--- src/hw/efm_pkg.sv ---
// constants, calibration layout and fault code format for the fault monitor
// Summary of operation
// - out-of-range sensor sample is sporadic; last valid value kept.
// - range fault stored after a debounce period; replacement value used.
// - below minimum is short to ground, above maximum is over voltage.
// - crank mark expected every 10 degrees; missing marks store time-out.
// - crank time-out, short or open switches position to cam backup.
// - crank polarity checked only during external service routine; no reaction.
// - cam marks every 60 degrees plus one at 55; missing marks store time-out.
// - cam time-out, short or open with no crank fault switches position to crank backup.
// - reversed cam sensor lines store a cam polarity fault.
// - injector short stored after several successive shorted activations.
// - stored injector short keeps valve off until restart or clear.
// - contact delay measured from switch-on; valve start advanced by it.
// - contact outside window flags fault; last valid delay kept.
// - valve current not above threshold by 1 ms flags control fault.
// - after control fault valve stays driven; retried next working cycle.
// - successive proportional valve lead shorts stored; valve closed until release.
// - three successive starter ground shorts store a starter fault.
// - stored starter short inhibits starter drive until restart or clear.
// - undriven starter output level reveals open circuit; no reaction.
// - each fault marked present or not; clear never removes present faults.
// - fault code is priority digit, two path digits, two type digits.
`default_nettype none
package efm_pkg;
   // ==========================================================
   // timing, widths, starter short count and sensor replacement value
   localparam int CLK_MHZ = 100;
   localparam int CTRL_TMO_MS = 1;
   localparam int CTRL_TMO_CYC = CTRL_TMO_MS * 1000 * CLK_MHZ;
   localparam int TMR_W = 17;
   localparam int SENS_W = 10;
   localparam logic [2:0] STARTER_SHORTS = 3'h3;
   localparam logic [SENS_W-1:0] SENS_REPL = 10'h200;
   // ==========================================================
   // synchronised pin bit positions
   localparam int P_CRK = 0;
   localparam int P_CAM = 1;
   localparam int P_CRKGO = 2;
   localparam int P_CAMGO = 3;
   localparam int P_CRKPOL = 4;
   localparam int P_CAMPOL = 5;
   localparam int P_DIAG = 6;
   localparam int P_ISH = 7;
   // ==========================================================
   // fixed fault slots, sensors and valves follow from SLOT_SENS
   localparam int F_CRK_TMO = 0;
   localparam int F_CRK_POL = 1;
   localparam int F_CRK_GO = 2;
   localparam int F_CAM_TMO = 3;
   localparam int F_CAM_POL = 4;
   localparam int F_CAM_GO = 5;
   localparam int F_STR_SH = 6;
   localparam int F_STR_OPEN = 7;
   localparam int SLOT_SENS = 8;
   // ==========================================================
   // code digits (binary, converted to bcd when read out)
   localparam logic [6:0] PATH_CRANK = 7'h02;
   localparam logic [6:0] PATH_CAM = 7'h03;
   localparam logic [6:0] PATH_SENS0 = 7'h0A;
   localparam logic [6:0] PATH_INJ0 = 7'h32;
   localparam logic [6:0] PATH_PROP0 = 7'h46;
   localparam logic [6:0] PATH_STARTER = 7'h50;
   localparam logic [6:0] TYP_TMO = 7'h01;
   localparam logic [6:0] TYP_POL = 7'h02;
   localparam logic [6:0] TYP_GND = 7'h03;
   localparam logic [6:0] TYP_OPEN = 7'h04;
   localparam logic [6:0] TYP_OVER = 7'h05;
   localparam logic [6:0] TYP_CONTACT = 7'h06;
   localparam logic [6:0] TYP_CTRL = 7'h07;
   localparam logic [3:0] PRIO_LOW = 4'h0;
   localparam logic [3:0] PRIO_MID = 4'h1;
   localparam logic [3:0] PRIO_HIGH = 4'h2;
   // ==========================================================
   // types
   typedef struct packed {
      logic [3:0] prio;
      logic [7:0] path;
      logic [7:0] ftype;
   } efm_code_type;
   typedef struct packed {
      logic [15:0] crank_tmo;
      logic [15:0] cam_tmo;
      logic [15:0] sens_deb;
      logic [SENS_W-1:0] sens_min;
      logic [SENS_W-1:0] sens_max;
      logic [2:0] short_cnt;
      logic [TMR_W-1:0] ct_min;
      logic [TMR_W-1:0] ct_max;
   } efm_cal_type;
   typedef enum logic [1:0] {POS_NORMAL, POS_CAM, POS_CRANK} efm_pos_type;
   localparam efm_cal_type CAL_DEFAULT = '{crank_tmo: 16'h2000,
      cam_tmo: 16'hC000, sens_deb: 16'h1000, sens_min: 10'h020,
      sens_max: 10'h3E0, short_cnt: 3'h3, ct_min: 17'h00064,
      ct_max: 17'h0C350};
   function automatic logic [7:0] to_bcd(input logic [6:0] v);
      logic [6:0] tens;
      tens = v / 7'h0A;
      return {tens[3:0], 4'(v - tens * 7'h0A)};
   endfunction
endpackage
`default_nettype wire

--- src/hw/efm_fault_monitor.sv ---
// fault monitor: sensor ranges, position signals, actuator drivers, codes
`default_nettype none
module efm_fault_monitor #(
   parameter int NS = 4,
   parameter int NV = 6,
   parameter int NP = 2,
   parameter int CTRL_TMO_CYC = efm_pkg::CTRL_TMO_CYC
) (
   // clock and power-up reset
   input wire logic clk_in,
   input wire logic rst_n_in,
   // calibration
   input wire efm_pkg::efm_cal_type cal_in,
   input wire logic cal_load_in,
   // sensor samples
   input wire logic sens_valid_in,
   input wire logic [$clog2(NS)-1:0] sens_idx_in,
   input wire logic [efm_pkg::SENS_W-1:0] sens_val_in,
   // position sensor pins
   input wire logic crank_mark_in,
   input wire logic cam_mark_in,
   input wire logic crank_gnd_open_in,
   input wire logic cam_gnd_open_in,
   input wire logic crank_pol_in,
   input wire logic cam_pol_in,
   input wire logic diag_routine_in,
   // injector solenoid valves
   input wire logic [NV-1:0] inj_cmd_in,
   input wire logic [NV-1:0] inj_short_in,
   input wire logic [NV-1:0] inj_contact_in,
   input wire logic [NV-1:0] inj_cur_ok_in,
   // proportional valves and starter
   input wire logic [NP-1:0] prop_cmd_in,
   input wire logic [NP-1:0] prop_short_in,
   input wire logic starter_cmd_in,
   input wire logic starter_short_in,
   input wire logic starter_open_in,
   // tester access
   input wire logic [$clog2(8+NS+3*NV+NP)-1:0] rd_idx_in,
   input wire logic clr_req_in,
   input wire logic [$clog2(8+NS+3*NV+NP)-1:0] clr_idx_in,
   // results
   output logic [NS-1:0][efm_pkg::SENS_W-1:0] sens_value_out,
   output efm_pkg::efm_pos_type pos_src_out,
   output logic [NV-1:0] inj_drive_out,
   output logic [NV-1:0][efm_pkg::TMR_W-1:0] inj_adv_out,
   output logic [NP-1:0] prop_drive_out,
   output logic starter_drive_out,
   output efm_pkg::efm_code_type rd_code_out,
   output logic rd_stored_out,
   output logic rd_present_out,
   output logic fault_any_out
);
   import efm_pkg::*;

   // ==========================================================
   // slot map and pin layout
   localparam int IB = SLOT_SENS + NS;
   localparam int CB = IB + NV;
   localparam int LB = CB + NV;
   localparam int PB = LB + NV;
   localparam int NF = PB + NP;
   localparam int FW = $clog2(NF);
   localparam int P_CT = P_ISH + NV;
   localparam int P_COK = P_CT + NV;
   localparam int P_PSH = P_COK + NV;
   localparam int P_SSH = P_PSH + NP;
   localparam int P_SOP = P_SSH + 1;
   localparam int AW = P_SOP + 1;
   localparam logic [TMR_W-1:0] CTRL_LAST = TMR_W'(CTRL_TMO_CYC - 1);

   typedef struct packed {
      logic [AW-1:0] s1;
      logic [AW-1:0] s2;
      logic [AW-1:0] s3;
      logic [AW-1:0] pin;
      efm_cal_type cal;
      logic crk_arm;
      logic cam_arm;
      logic [15:0] crk_tmr;
      logic [15:0] cam_tmr;
      efm_pos_type pos;
      logic [NS-1:0] oor;
      logic [NS-1:0] shi;
      logic [NS-1:0][15:0] deb;
      logic [NS-1:0][SENS_W-1:0] sval;
      logic [NS-1:0][SENS_W-1:0] sout;
      logic [NV-1:0] inj_drv;
      logic [NV-1:0] shseen;
      logic [NV-1:0] cdone;
      logic [NV-1:0] iok;
      logic [NV-1:0] ctf;
      logic [NV-1:0] clf;
      logic [NV-1:0][TMR_W-1:0] tmr;
      logic [NV-1:0][TMR_W-1:0] adv;
      logic [NV-1:0][2:0] icnt;
      logic [NP-1:0] p_drv;
      logic [NP-1:0] p_seen;
      logic [NP-1:0][2:0] pcnt;
      logic str_drv;
      logic str_seen;
      logic [2:0] scnt;
      logic [NF-1:0] st;
      logic [NF-1:0] pres;
      efm_code_type rd_code;
      logic rd_st;
      logic rd_pr;
      logic any;
   } efm_state_type;

   efm_state_type s;
   efm_state_type n;

   // successive shorted activations, saturating at the limit
   function automatic logic [2:0] succ(input logic [2:0] c,
                                       input logic seen,
                                       input logic [2:0] lim);
      if (!seen)
         return 3'h0;
      return (c >= lim) ? c : 3'(c + 3'h1);
   endfunction

   function automatic efm_code_type code_of(input int i,
                                            input logic [NS-1:0] hi);
      logic [6:0] p;
      logic [6:0] t;
      logic [3:0] w;
      p = PATH_STARTER;
      t = TYP_GND;
      w = PRIO_HIGH;
      case (i)
         F_CRK_TMO: begin p = PATH_CRANK; t = TYP_TMO; w = PRIO_MID; end
         F_CRK_POL: begin p = PATH_CRANK; t = TYP_POL; w = PRIO_MID; end
         F_CRK_GO: begin p = PATH_CRANK; t = TYP_GND; w = PRIO_MID; end
         F_CAM_TMO: begin p = PATH_CAM; t = TYP_TMO; w = PRIO_MID; end
         F_CAM_POL: begin p = PATH_CAM; t = TYP_POL; w = PRIO_MID; end
         F_CAM_GO: begin p = PATH_CAM; t = TYP_GND; w = PRIO_MID; end
         F_STR_SH: w = PRIO_HIGH;
         F_STR_OPEN: begin t = TYP_OPEN; w = PRIO_LOW; end
         default: begin
            if (i < IB) begin
               p = 7'(PATH_SENS0 + 7'(i - SLOT_SENS));
               t = hi[i - SLOT_SENS] ? TYP_OVER : TYP_GND;
               w = PRIO_LOW;
            end else if (i < PB) begin
               p = 7'(PATH_INJ0 + 7'((i - IB) % NV));
               t = (i < CB) ? TYP_GND : (i < LB) ? TYP_CONTACT : TYP_CTRL;
            end else begin
               p = 7'(PATH_PROP0 + 7'(i - PB));
            end
         end
      endcase
      return '{prio: w, path: to_bcd(p), ftype: to_bcd(t)};
   endfunction

   // ==========================================================
   // next state
   always_comb begin
      logic [AW-1:0] rise;
      logic [NF-1:0] pres;
      logic [NF-1:0] set;
      logic fin;
      logic crk_bad;
      logic cam_bad;
      n = s;
      pres = '0;
      set = '0;
      fin = 1'b0;
      rise = '0;
      crk_bad = 1'b0;
      cam_bad = 1'b0;
      // three-stage pin filter: a change counts when stages two and three agree
      n.s1 = {starter_open_in, starter_short_in, prop_short_in,
              inj_cur_ok_in, inj_contact_in, inj_short_in, diag_routine_in,
              cam_pol_in, crank_pol_in, cam_gnd_open_in, crank_gnd_open_in,
              cam_mark_in, crank_mark_in};
      n.s2 = s.s1;
      n.s3 = s.s2;
      n.pin = (s.s2 & s.s3) | (s.pin & (s.s2 | s.s3));
      rise = n.pin & ~s.pin;
      if (cal_load_in)
         n.cal = cal_in;

      // position sensors: timers arm on the first mark so a stopped engine
      // does not log time-outs
      if (rise[P_CRK]) begin
         n.crk_arm = 1'b1;
         n.crk_tmr = '0;
      end else if (s.crk_arm && s.crk_tmr != s.cal.crank_tmo)
         n.crk_tmr = 16'(s.crk_tmr + 16'h1);
      if (rise[P_CAM]) begin
         n.cam_arm = 1'b1;
         n.cam_tmr = '0;
      end else if (s.cam_arm && s.cam_tmr != s.cal.cam_tmo)
         n.cam_tmr = 16'(s.cam_tmr + 16'h1);
      pres[F_CRK_TMO] = s.crk_arm && s.crk_tmr == s.cal.crank_tmo;
      pres[F_CAM_TMO] = s.cam_arm && s.cam_tmr == s.cal.cam_tmo;
      pres[F_CRK_GO] = s.pin[P_CRKGO];
      pres[F_CAM_GO] = s.pin[P_CAMGO];
      pres[F_CRK_POL] = s.pin[P_CRKPOL] && s.pin[P_DIAG];
      pres[F_CAM_POL] = s.pin[P_CAMPOL];
      crk_bad = pres[F_CRK_TMO] | pres[F_CRK_GO];
      cam_bad = pres[F_CAM_TMO] | pres[F_CAM_GO];
      if (crk_bad)
         n.pos = POS_CAM;
      else if (cam_bad)
         n.pos = POS_CRANK;
      else
         n.pos = POS_NORMAL;

      // sensor ranges
      for (int i = 0; i < NS; i++) begin
         if (sens_valid_in && int'(sens_idx_in) == i) begin
            if (sens_val_in < s.cal.sens_min ||
                sens_val_in > s.cal.sens_max) begin
               n.oor[i] = 1'b1;
               n.shi[i] = sens_val_in > s.cal.sens_max;
            end else begin
               n.oor[i] = 1'b0;
               n.deb[i] = '0;
               n.sval[i] = sens_val_in;
            end
         end
         if (s.oor[i] && s.deb[i] != s.cal.sens_deb)
            n.deb[i] = 16'(s.deb[i] + 16'h1);
         pres[SLOT_SENS + i] = s.oor[i] && s.deb[i] == s.cal.sens_deb;
         n.sout[i] = s.st[SLOT_SENS + i] ? SENS_REPL : n.sval[i];
      end

      // injector solenoid valves
      for (int v = 0; v < NV; v++) begin
         n.inj_drv[v] = inj_cmd_in[v] && !s.st[IB + v];
         if (n.inj_drv[v] && !s.inj_drv[v]) begin
            n.tmr[v] = '0;
            n.shseen[v] = 1'b0;
            n.cdone[v] = 1'b0;
            n.iok[v] = 1'b0;
         end else if (s.inj_drv[v]) begin
            if (s.tmr[v] != CTRL_LAST)
               n.tmr[v] = TMR_W'(s.tmr[v] + 1'b1);
            if (s.pin[P_ISH + v])
               n.shseen[v] = 1'b1;
            if (s.pin[P_COK + v])
               n.iok[v] = 1'b1;
            if (rise[P_CT + v] && !s.cdone[v]) begin
               n.cdone[v] = 1'b1;
               if (s.tmr[v] >= s.cal.ct_min && s.tmr[v] <= s.cal.ct_max) begin
                  n.adv[v] = s.tmr[v];
                  n.ctf[v] = 1'b0;
               end else
                  n.ctf[v] = 1'b1;
            end
            // drive is left on after a control fault; next cycle retries
            if (s.tmr[v] == CTRL_LAST && !s.iok[v] && !s.pin[P_COK + v])
               n.clf[v] = 1'b1;
            else if (s.iok[v])
               n.clf[v] = 1'b0;
            if (!n.inj_drv[v]) begin
               n.icnt[v] = succ(s.icnt[v], s.shseen[v], s.cal.short_cnt);
               if (!s.cdone[v])
                  n.ctf[v] = 1'b1;
            end
         end
         // a disabled output cannot show its short, so once stored the
         // short is no longer present and a clear may release the valve
         pres[IB + v] = s.icnt[v] >= s.cal.short_cnt && !s.st[IB + v];
         pres[CB + v] = s.ctf[v];
         pres[LB + v] = s.clf[v];
      end

      // proportional valves
      for (int p = 0; p < NP; p++) begin
         n.p_drv[p] = prop_cmd_in[p] && !s.st[PB + p];
         if (n.p_drv[p] && !s.p_drv[p])
            n.p_seen[p] = 1'b0;
         else if (s.p_drv[p] && s.pin[P_PSH + p])
            n.p_seen[p] = 1'b1;
         if (s.p_drv[p] && !n.p_drv[p])
            n.pcnt[p] = succ(s.pcnt[p], s.p_seen[p], s.cal.short_cnt);
         pres[PB + p] = s.pcnt[p] >= s.cal.short_cnt && !s.st[PB + p];
      end

      // starter
      n.str_drv = starter_cmd_in && !s.st[F_STR_SH];
      fin = s.str_drv && !n.str_drv;
      if (n.str_drv && !s.str_drv)
         n.str_seen = 1'b0;
      else if (s.str_drv && s.pin[P_SSH])
         n.str_seen = 1'b1;
      if (fin)
         n.scnt = succ(s.scnt, s.str_seen, STARTER_SHORTS);
      pres[F_STR_SH] = s.scnt >= STARTER_SHORTS && !s.st[F_STR_SH];
      pres[F_STR_OPEN] = !s.str_drv && s.pin[P_SOP];

      // fault memory: a new event wins over a clear in the same cycle
      set = pres;
      n.pres = pres;
      n.st = s.st | set;
      if (clr_req_in && int'(clr_idx_in) < NF && !pres[clr_idx_in]) begin
         n.st[clr_idx_in] = set[clr_idx_in];
         // restart successive counting so a released output starts clean
         if (int'(clr_idx_in) == F_STR_SH)
            n.scnt = '0;
         for (int v = 0; v < NV; v++)
            if (int'(clr_idx_in) == IB + v)
               n.icnt[v] = '0;
         for (int p = 0; p < NP; p++)
            if (int'(clr_idx_in) == PB + p)
               n.pcnt[p] = '0;
      end
      n.rd_code = code_of(int'(rd_idx_in), s.shi);
      n.rd_st = int'(rd_idx_in) < NF && s.st[rd_idx_in];
      n.rd_pr = int'(rd_idx_in) < NF && s.pres[rd_idx_in];
      n.any = |s.st;
   end

   always_ff @(posedge clk_in or negedge rst_n_in) begin
      if (!rst_n_in) begin
         s <= '0;
         s.cal <= CAL_DEFAULT;
      end else begin
         s <= n;
      end
   end

   assign sens_value_out = s.sout;
   assign pos_src_out = s.pos;
   assign inj_drive_out = s.inj_drv;
   assign inj_adv_out = s.adv;
   assign prop_drive_out = s.p_drv;
   assign starter_drive_out = s.str_drv;
   assign rd_code_out = s.rd_code;
   assign rd_stored_out = s.rd_st;
   assign rd_present_out = s.rd_pr;
   assign fault_any_out = s.any;
endmodule // efm_fault_monitor
`default_nettype wire

--- config.mk ---
export PLATFORM = sky130hd
export DESIGN_NAME = efm_fault_monitor
export DESIGN_NICKNAME = d
export VERILOG_FILES = /design/src/hw/efm_pkg.sv /design/src/hw/efm_fault_monitor.sv
export SDC_FILE = /design/constraint.sdc
export NUM_CORES = 2
export LEC_CHECK = 0
export BUFFER_PORTS_ARGS = -buffer_cell sky130_fd_sc_hd__buf_2
export CORE_AREA = 8 8 305 307
export DETAILED_ROUTE_END_ITERATION = 10
export DIE_AREA = 0 0 313 315
export SLEW_MARGIN = 0
export SYNTH_ARGS = -nofsm -noshare
export SYNTH_HDL_FRONTEND = slang
export SYNTH_SLANG_ARGS = --single-unit
--- constraint.sdc ---
create_clock -name clk_in -period 13 [get_ports clk_in]
set_clock_uncertainty 0.1 [all_clocks]
set_input_delay 2.6 -clock clk_in [delete_from_list [all_inputs] [get_ports clk_in]]
set_output_delay 2.6 -clock clk_in [all_outputs]
set_load 0.005 [all_outputs]
* After elaboration in Yosys (flattened, before gate mapping) *
Index checks and enable logic that the tools add are counted.

operators by class
  add/subtract/negate cells = 29
  $mul = 2
  divide/modulo/power cells = 3
  order comparisons = 31
  equal/unequal tests = 47
  mux-type cells = 255
  bitwise operators = 15
  reductions and logical operators = 223

operator list
  kind                   count
  $mux 17                18
  $mux 16                13
  $mux 3                 61
  $mux 1                 134
  $mux 10                12
  $add 17x1->17 const B  6
  $eq 17x17->1 const B   6
  $ge 17x17->1           6
  $le 17x17->1           6
  $ne 17x17->1 const B   6
  $add 16x1->16 const B  6
  $eq 16x16->1           6
  $ne 16x16->1           6
  $reduce_bool 2->1      45
  $logic_and 1x1->1      77
  $reduce_and 2->1       38
  $and 29x29->29         2
  $or 29x29->29          2
  $logic_not 1->1        40
  $mux 35                1
  $bwmux 32              1
  $mod 32x4->32 const B  1
  $or 32x32->32          1
  $reduce_or 32->1       1
  other kinds (48)       110

word-level totals
  flip-flop bits (word level) = 769
  word-level logic and storage cells = 707

* Logic depth before layout (Yosys ltp) *
  depth after elaboration = 11
  mapped depth = 42
  gate-level depth less buffers = 41

* Worst setup path before layout *
OpenSTA, ideal clock, no wires.

  path type = input -> register
  from = input port rd_idx_in[3]
  to = register s (netlist bit rd_code_out[11])
  arrival time = 10722 ps
  required time = 12813 ps
  setup slack = 2091 ps
  stages = 40
  path buffers = 2
  cell sequence = clkbuf_1 -> inv_1 -> ha_1 -> clkbuf_1 -> a211o_1 -> o211ai_2 -> ha_1 -> nand2_1 -> nand4_1 -> nor3_1 -> nor2_1 -> inv_1 -> ha_1 -> or4_1 -> nand2_1 -> o31a_1 -> nor2_1 -> mux2_2 -> [4 not listed] -> o21ai_0 -> ha_1 -> a41oi_1 -> a211oi_1 -> o31ai_1 -> a21oi_1 -> o21a_1 -> ha_1 -> nand2_1 -> a2111o_1 -> a21oi_1 -> nor2_1 -> ha_1 -> inv_1 -> fa_1 -> xnor3_1 -> or4_1 -> o211ai_1

RTL lines
  what                    line                      source
  start: declaration      efm_fault_monitor.sv:39   input wire logic [$clog2(8+NS+3*NV+NP)-1:0] rd_idx_in,
  end signal: assignment  efm_fault_monitor.sv:322  s <= n;
  end: declaration        efm_fault_monitor.sv:111  efm_state_type s;

==> impl_metrics.yaml <==
run_status:
  status: "finished, final reports clean"
sta:
  tightestPinTransition_ps: 1200
  finalCritPeriodShare: 0.892
  slew_viol_final: 0
  timing.hold.ws_ps: 228
  finalSetupTns_ps: 0
  hold_viol_final: 0
  max_freq_ghz: 0.0863
  finalSetupViolCount: 0
  rsz0062_at_grt: "false"
  maxSlewHeadroom: 0.197
  fin_crit_ps: 11590
synth:
  synthTopCellsByCount: "dfrtp_1, o21ai_0, ha_1, nor2_1, nand2_1"
  syn_inst: 3767
  ys_ff_latch: 762
  ys_seq_area_frac: 0.475
  synth_edf_count: 0
  synthFlopType: "dfrtp_1"
  synth_top_area_share: 0.461
  syn-mean-instance-area_sq_um: 10.7
  yosysUniqueCellTypes: 96
  synth_area_sq_um: 40200
  async_reset_ff_frac: 1.00
  yosys_warnings: 0
  yosysMostFrequentCell: "dfrtp_1"
  synthTopCellsByArea: "dfrtp_1, ha_1, mux2_2"
  netlist.top_cell.by_area: "dfrtp_1"
detailed_routing:
  drtIter0Drc: 2259
  drc_errors: 0
  drt_wl_total_um: 108000
  routedWlPerCell_um: 20.9
  dr.pass1.iters: 6
  dr_total_vias: 28700
  drtAntennaViolNets: 0
  avgViaCountPerCell: 5.54
power:
  power_mw: 7.00
  leakage_nw: 21.8
  p_per_area_nw_per_um2: 156
  vdd_ir_drop_max_mv: 0.115
setup_path:
  critPathKind: "in -> reg"
  crit_family: "compound AO/OA/AOI/OAI gates"
  crit_path_max_fanout: 13
  crit_path_frequent_cell: "ha_1"
  start_kind: "input pin"
  cp_data_required_time_ps: 13440
  crit_buf_inv: 4
  slowest_delay_ps: 550
  slowest_stage: "or4_1"
  arrival_ps: 12030
  cp-end-kind: "flip-flop"
clock_tree:
  numCtsBuffers: 86
  cts_setup_buffers: 0
  htree_num_levels: 3
  clk_latency_ps: 690
  cts_hold_buf: 0
  clockBufferDepth: 3
  cts_sinks: 762
  clk_pin_slew_ps: 60
  cts.repair.resized: 0
  cts_tree: "yes"
  root_buffer: "clkbuf_16"
grt:
  grt_pass1_vias: 28400
  grt_use_total: 0.215
  antenna_found_initial: 11
  grt_start_max_net_pins: 150
  grt_overflow: 0
  grt_pass1_wl_um: 168000
floorplanning:
  die-width_um: 313
  fp-row-count: 109
  fp.dieArea_sq_um: 98600
  ios: 346
  initial_core_util: 0.457
  fp.dieH_um: 315
  core_area_sq_um: 88000
place:
  dp_cells: 5010
  gp_congestion: 0.883
  io_buffers: 338
  placed_area_sq_um: 41900
  post-dp-hpwl_um: 77700
final_layout:
  area_delta_synth_final_pct: 11.5
  fin_area_sq_um: 44800
  drive_gt1_frac: 0.198
  final_net_count: 4398
  fin_cells: 5174
flow_run:
  drv_cap: 0
min_path:
  hp-class: "reg -> reg"
-- report_power, final --
part | internal [mW] | leakage [nW] | switching [mW]
sequential | 2.71 | 9.68 | 0.363
combinational | 0.670 | 10.7 | 0.781
clock | 1.45 | 1.42 | 1.03
-- placed cells by master (no fill, tap or decap), drive strengths merged, types with 8 or more instances in the layout --
cell | synthesis | layout
dfrtp | 741 | 741
buf | 188 | 356
o21ai | 298 | 298
nor2 | 297 | 297
ha | 294 | 294
nand2 | 253 | 253
mux2 | 203 | 203
xor2 | 154 | 154
clkbuf | 96 | 130
a21oi | 120 | 120
inv | 113 | 114
nand3 | 110 | 110
and3 | 81 | 81
nor2b | 76 | 76
nand4 | 73 | 73
a21o | 68 | 68
o21a | 64 | 64
nand2b | 56 | 56
nor4 | 47 | 47
xnor2 | 42 | 42
nor3 | 33 | 33
mux4 | 29 | 29
maj3 | 29 | 29
or3 | 28 | 28
o22a | 26 | 26
dfstp | 21 | 21
clkinv | 2 | 19
a211oi | 15 | 15
o22ai | 15 | 15
o2111ai | 13 | 13
nand3b | 12 | 12
mux2i | 12 | 12
a21boi | 11 | 11
o31ai | 10 | 10
nor3b | 10 | 10
a31oi | 10 | 10
a22oi | 10 | 10
and2 | 10 | 10
a211o | 8 | 8
or2 | 8 | 8
-- cells by family (layout without fill, tap and decap cells) --
kind of cell,after synthesis,count (layout),share of synthesized area
xor+xnor,197,197,0.0433
flops,762,762,0.475
buf+inv,399,630,0.0537
compound gates,716,716,0.112
simple gates,1124,1124,0.140
fa+ha+maj,324,324,0.0993
other cells,1,12,0.0000933
mux,244,244,0.0765
-- state kept, by name, summed over array words and instances, names as in the netlist --
| name | cells |
|---|---|
| sens_value_out | 40 |
| n | 73 |
| rd_present_out | 1 |
| s | 520 |
| fault_any_out | 1 |
| pos_src_out | 2 |
| inj_drive_out | 6 |
| inj_adv_out | 102 |
| starter_drive_out | 1 |
| rd_code_out | 13 |
| prop_drive_out | 2 |
| rd_stored_out | 1 |
-- metal layers --
metal  global-route usage  share of wire  vias up
met3               0.0401          0.053      172
met2                0.328           0.44      684
met1                0.309           0.47    14300
met5                    0        0.00038        -
met4               0.0645          0.028        6
li1                     -              -    13600
-- cell type report --
type,count,area (sq um)
diodes,5,12.5
clock buffers,130,2540
clock inverters,29,414
fillers,7941,43100
inverters,115,432
multi-input cells,2612,19000
flip-flops and latches,762,19100
well taps,1165,1460
repair buffers,356,1870
-- worst register-to-register path, stage by stage, from the launching register on --
cell,delay (ps)
dfrtp_1,360
inv_1,380
ha_1,350
nor2b_1,130
o21a_1,160
o21a_1,160
o21a_1,160
o21ai_0,180
a21boi_0,130
o21a_1,180
o21a_1,180
o2111ai_1,160
a21boi_0,110
o21a_1,180
o21a_1,160
o21a_1,170
o21a_1,180
o2111ai_2,870
mux2_2,430
-- final timing paths --
kind | start | to | slack (ps) | depth (start not counted)
min | n[717] | n[688] | 230 | 0
min reg2reg | n[717] | n[688] | 230 | 0
min in group asynchronous | rst_n_in | inj_adv_out[41] | 1820 | 1
max reg2reg | s[566] | inj_adv_out[93] | 8160 | 18
max | rd_idx_in[2] | rd_code_out[11] | 1410 | 39
max in group asynchronous | rst_n_in | n[702] | 8590 | 3
-- per-stage QoR --
stage	setup slack, ps	util
after global routing	558	0.509
after floorplan	2090	-
after CTS	1570	0.509
after detailed placement	963	0.476
after global placement	1050	0.476
final	1410	0.509
Power figures use the tool's default switching activity.
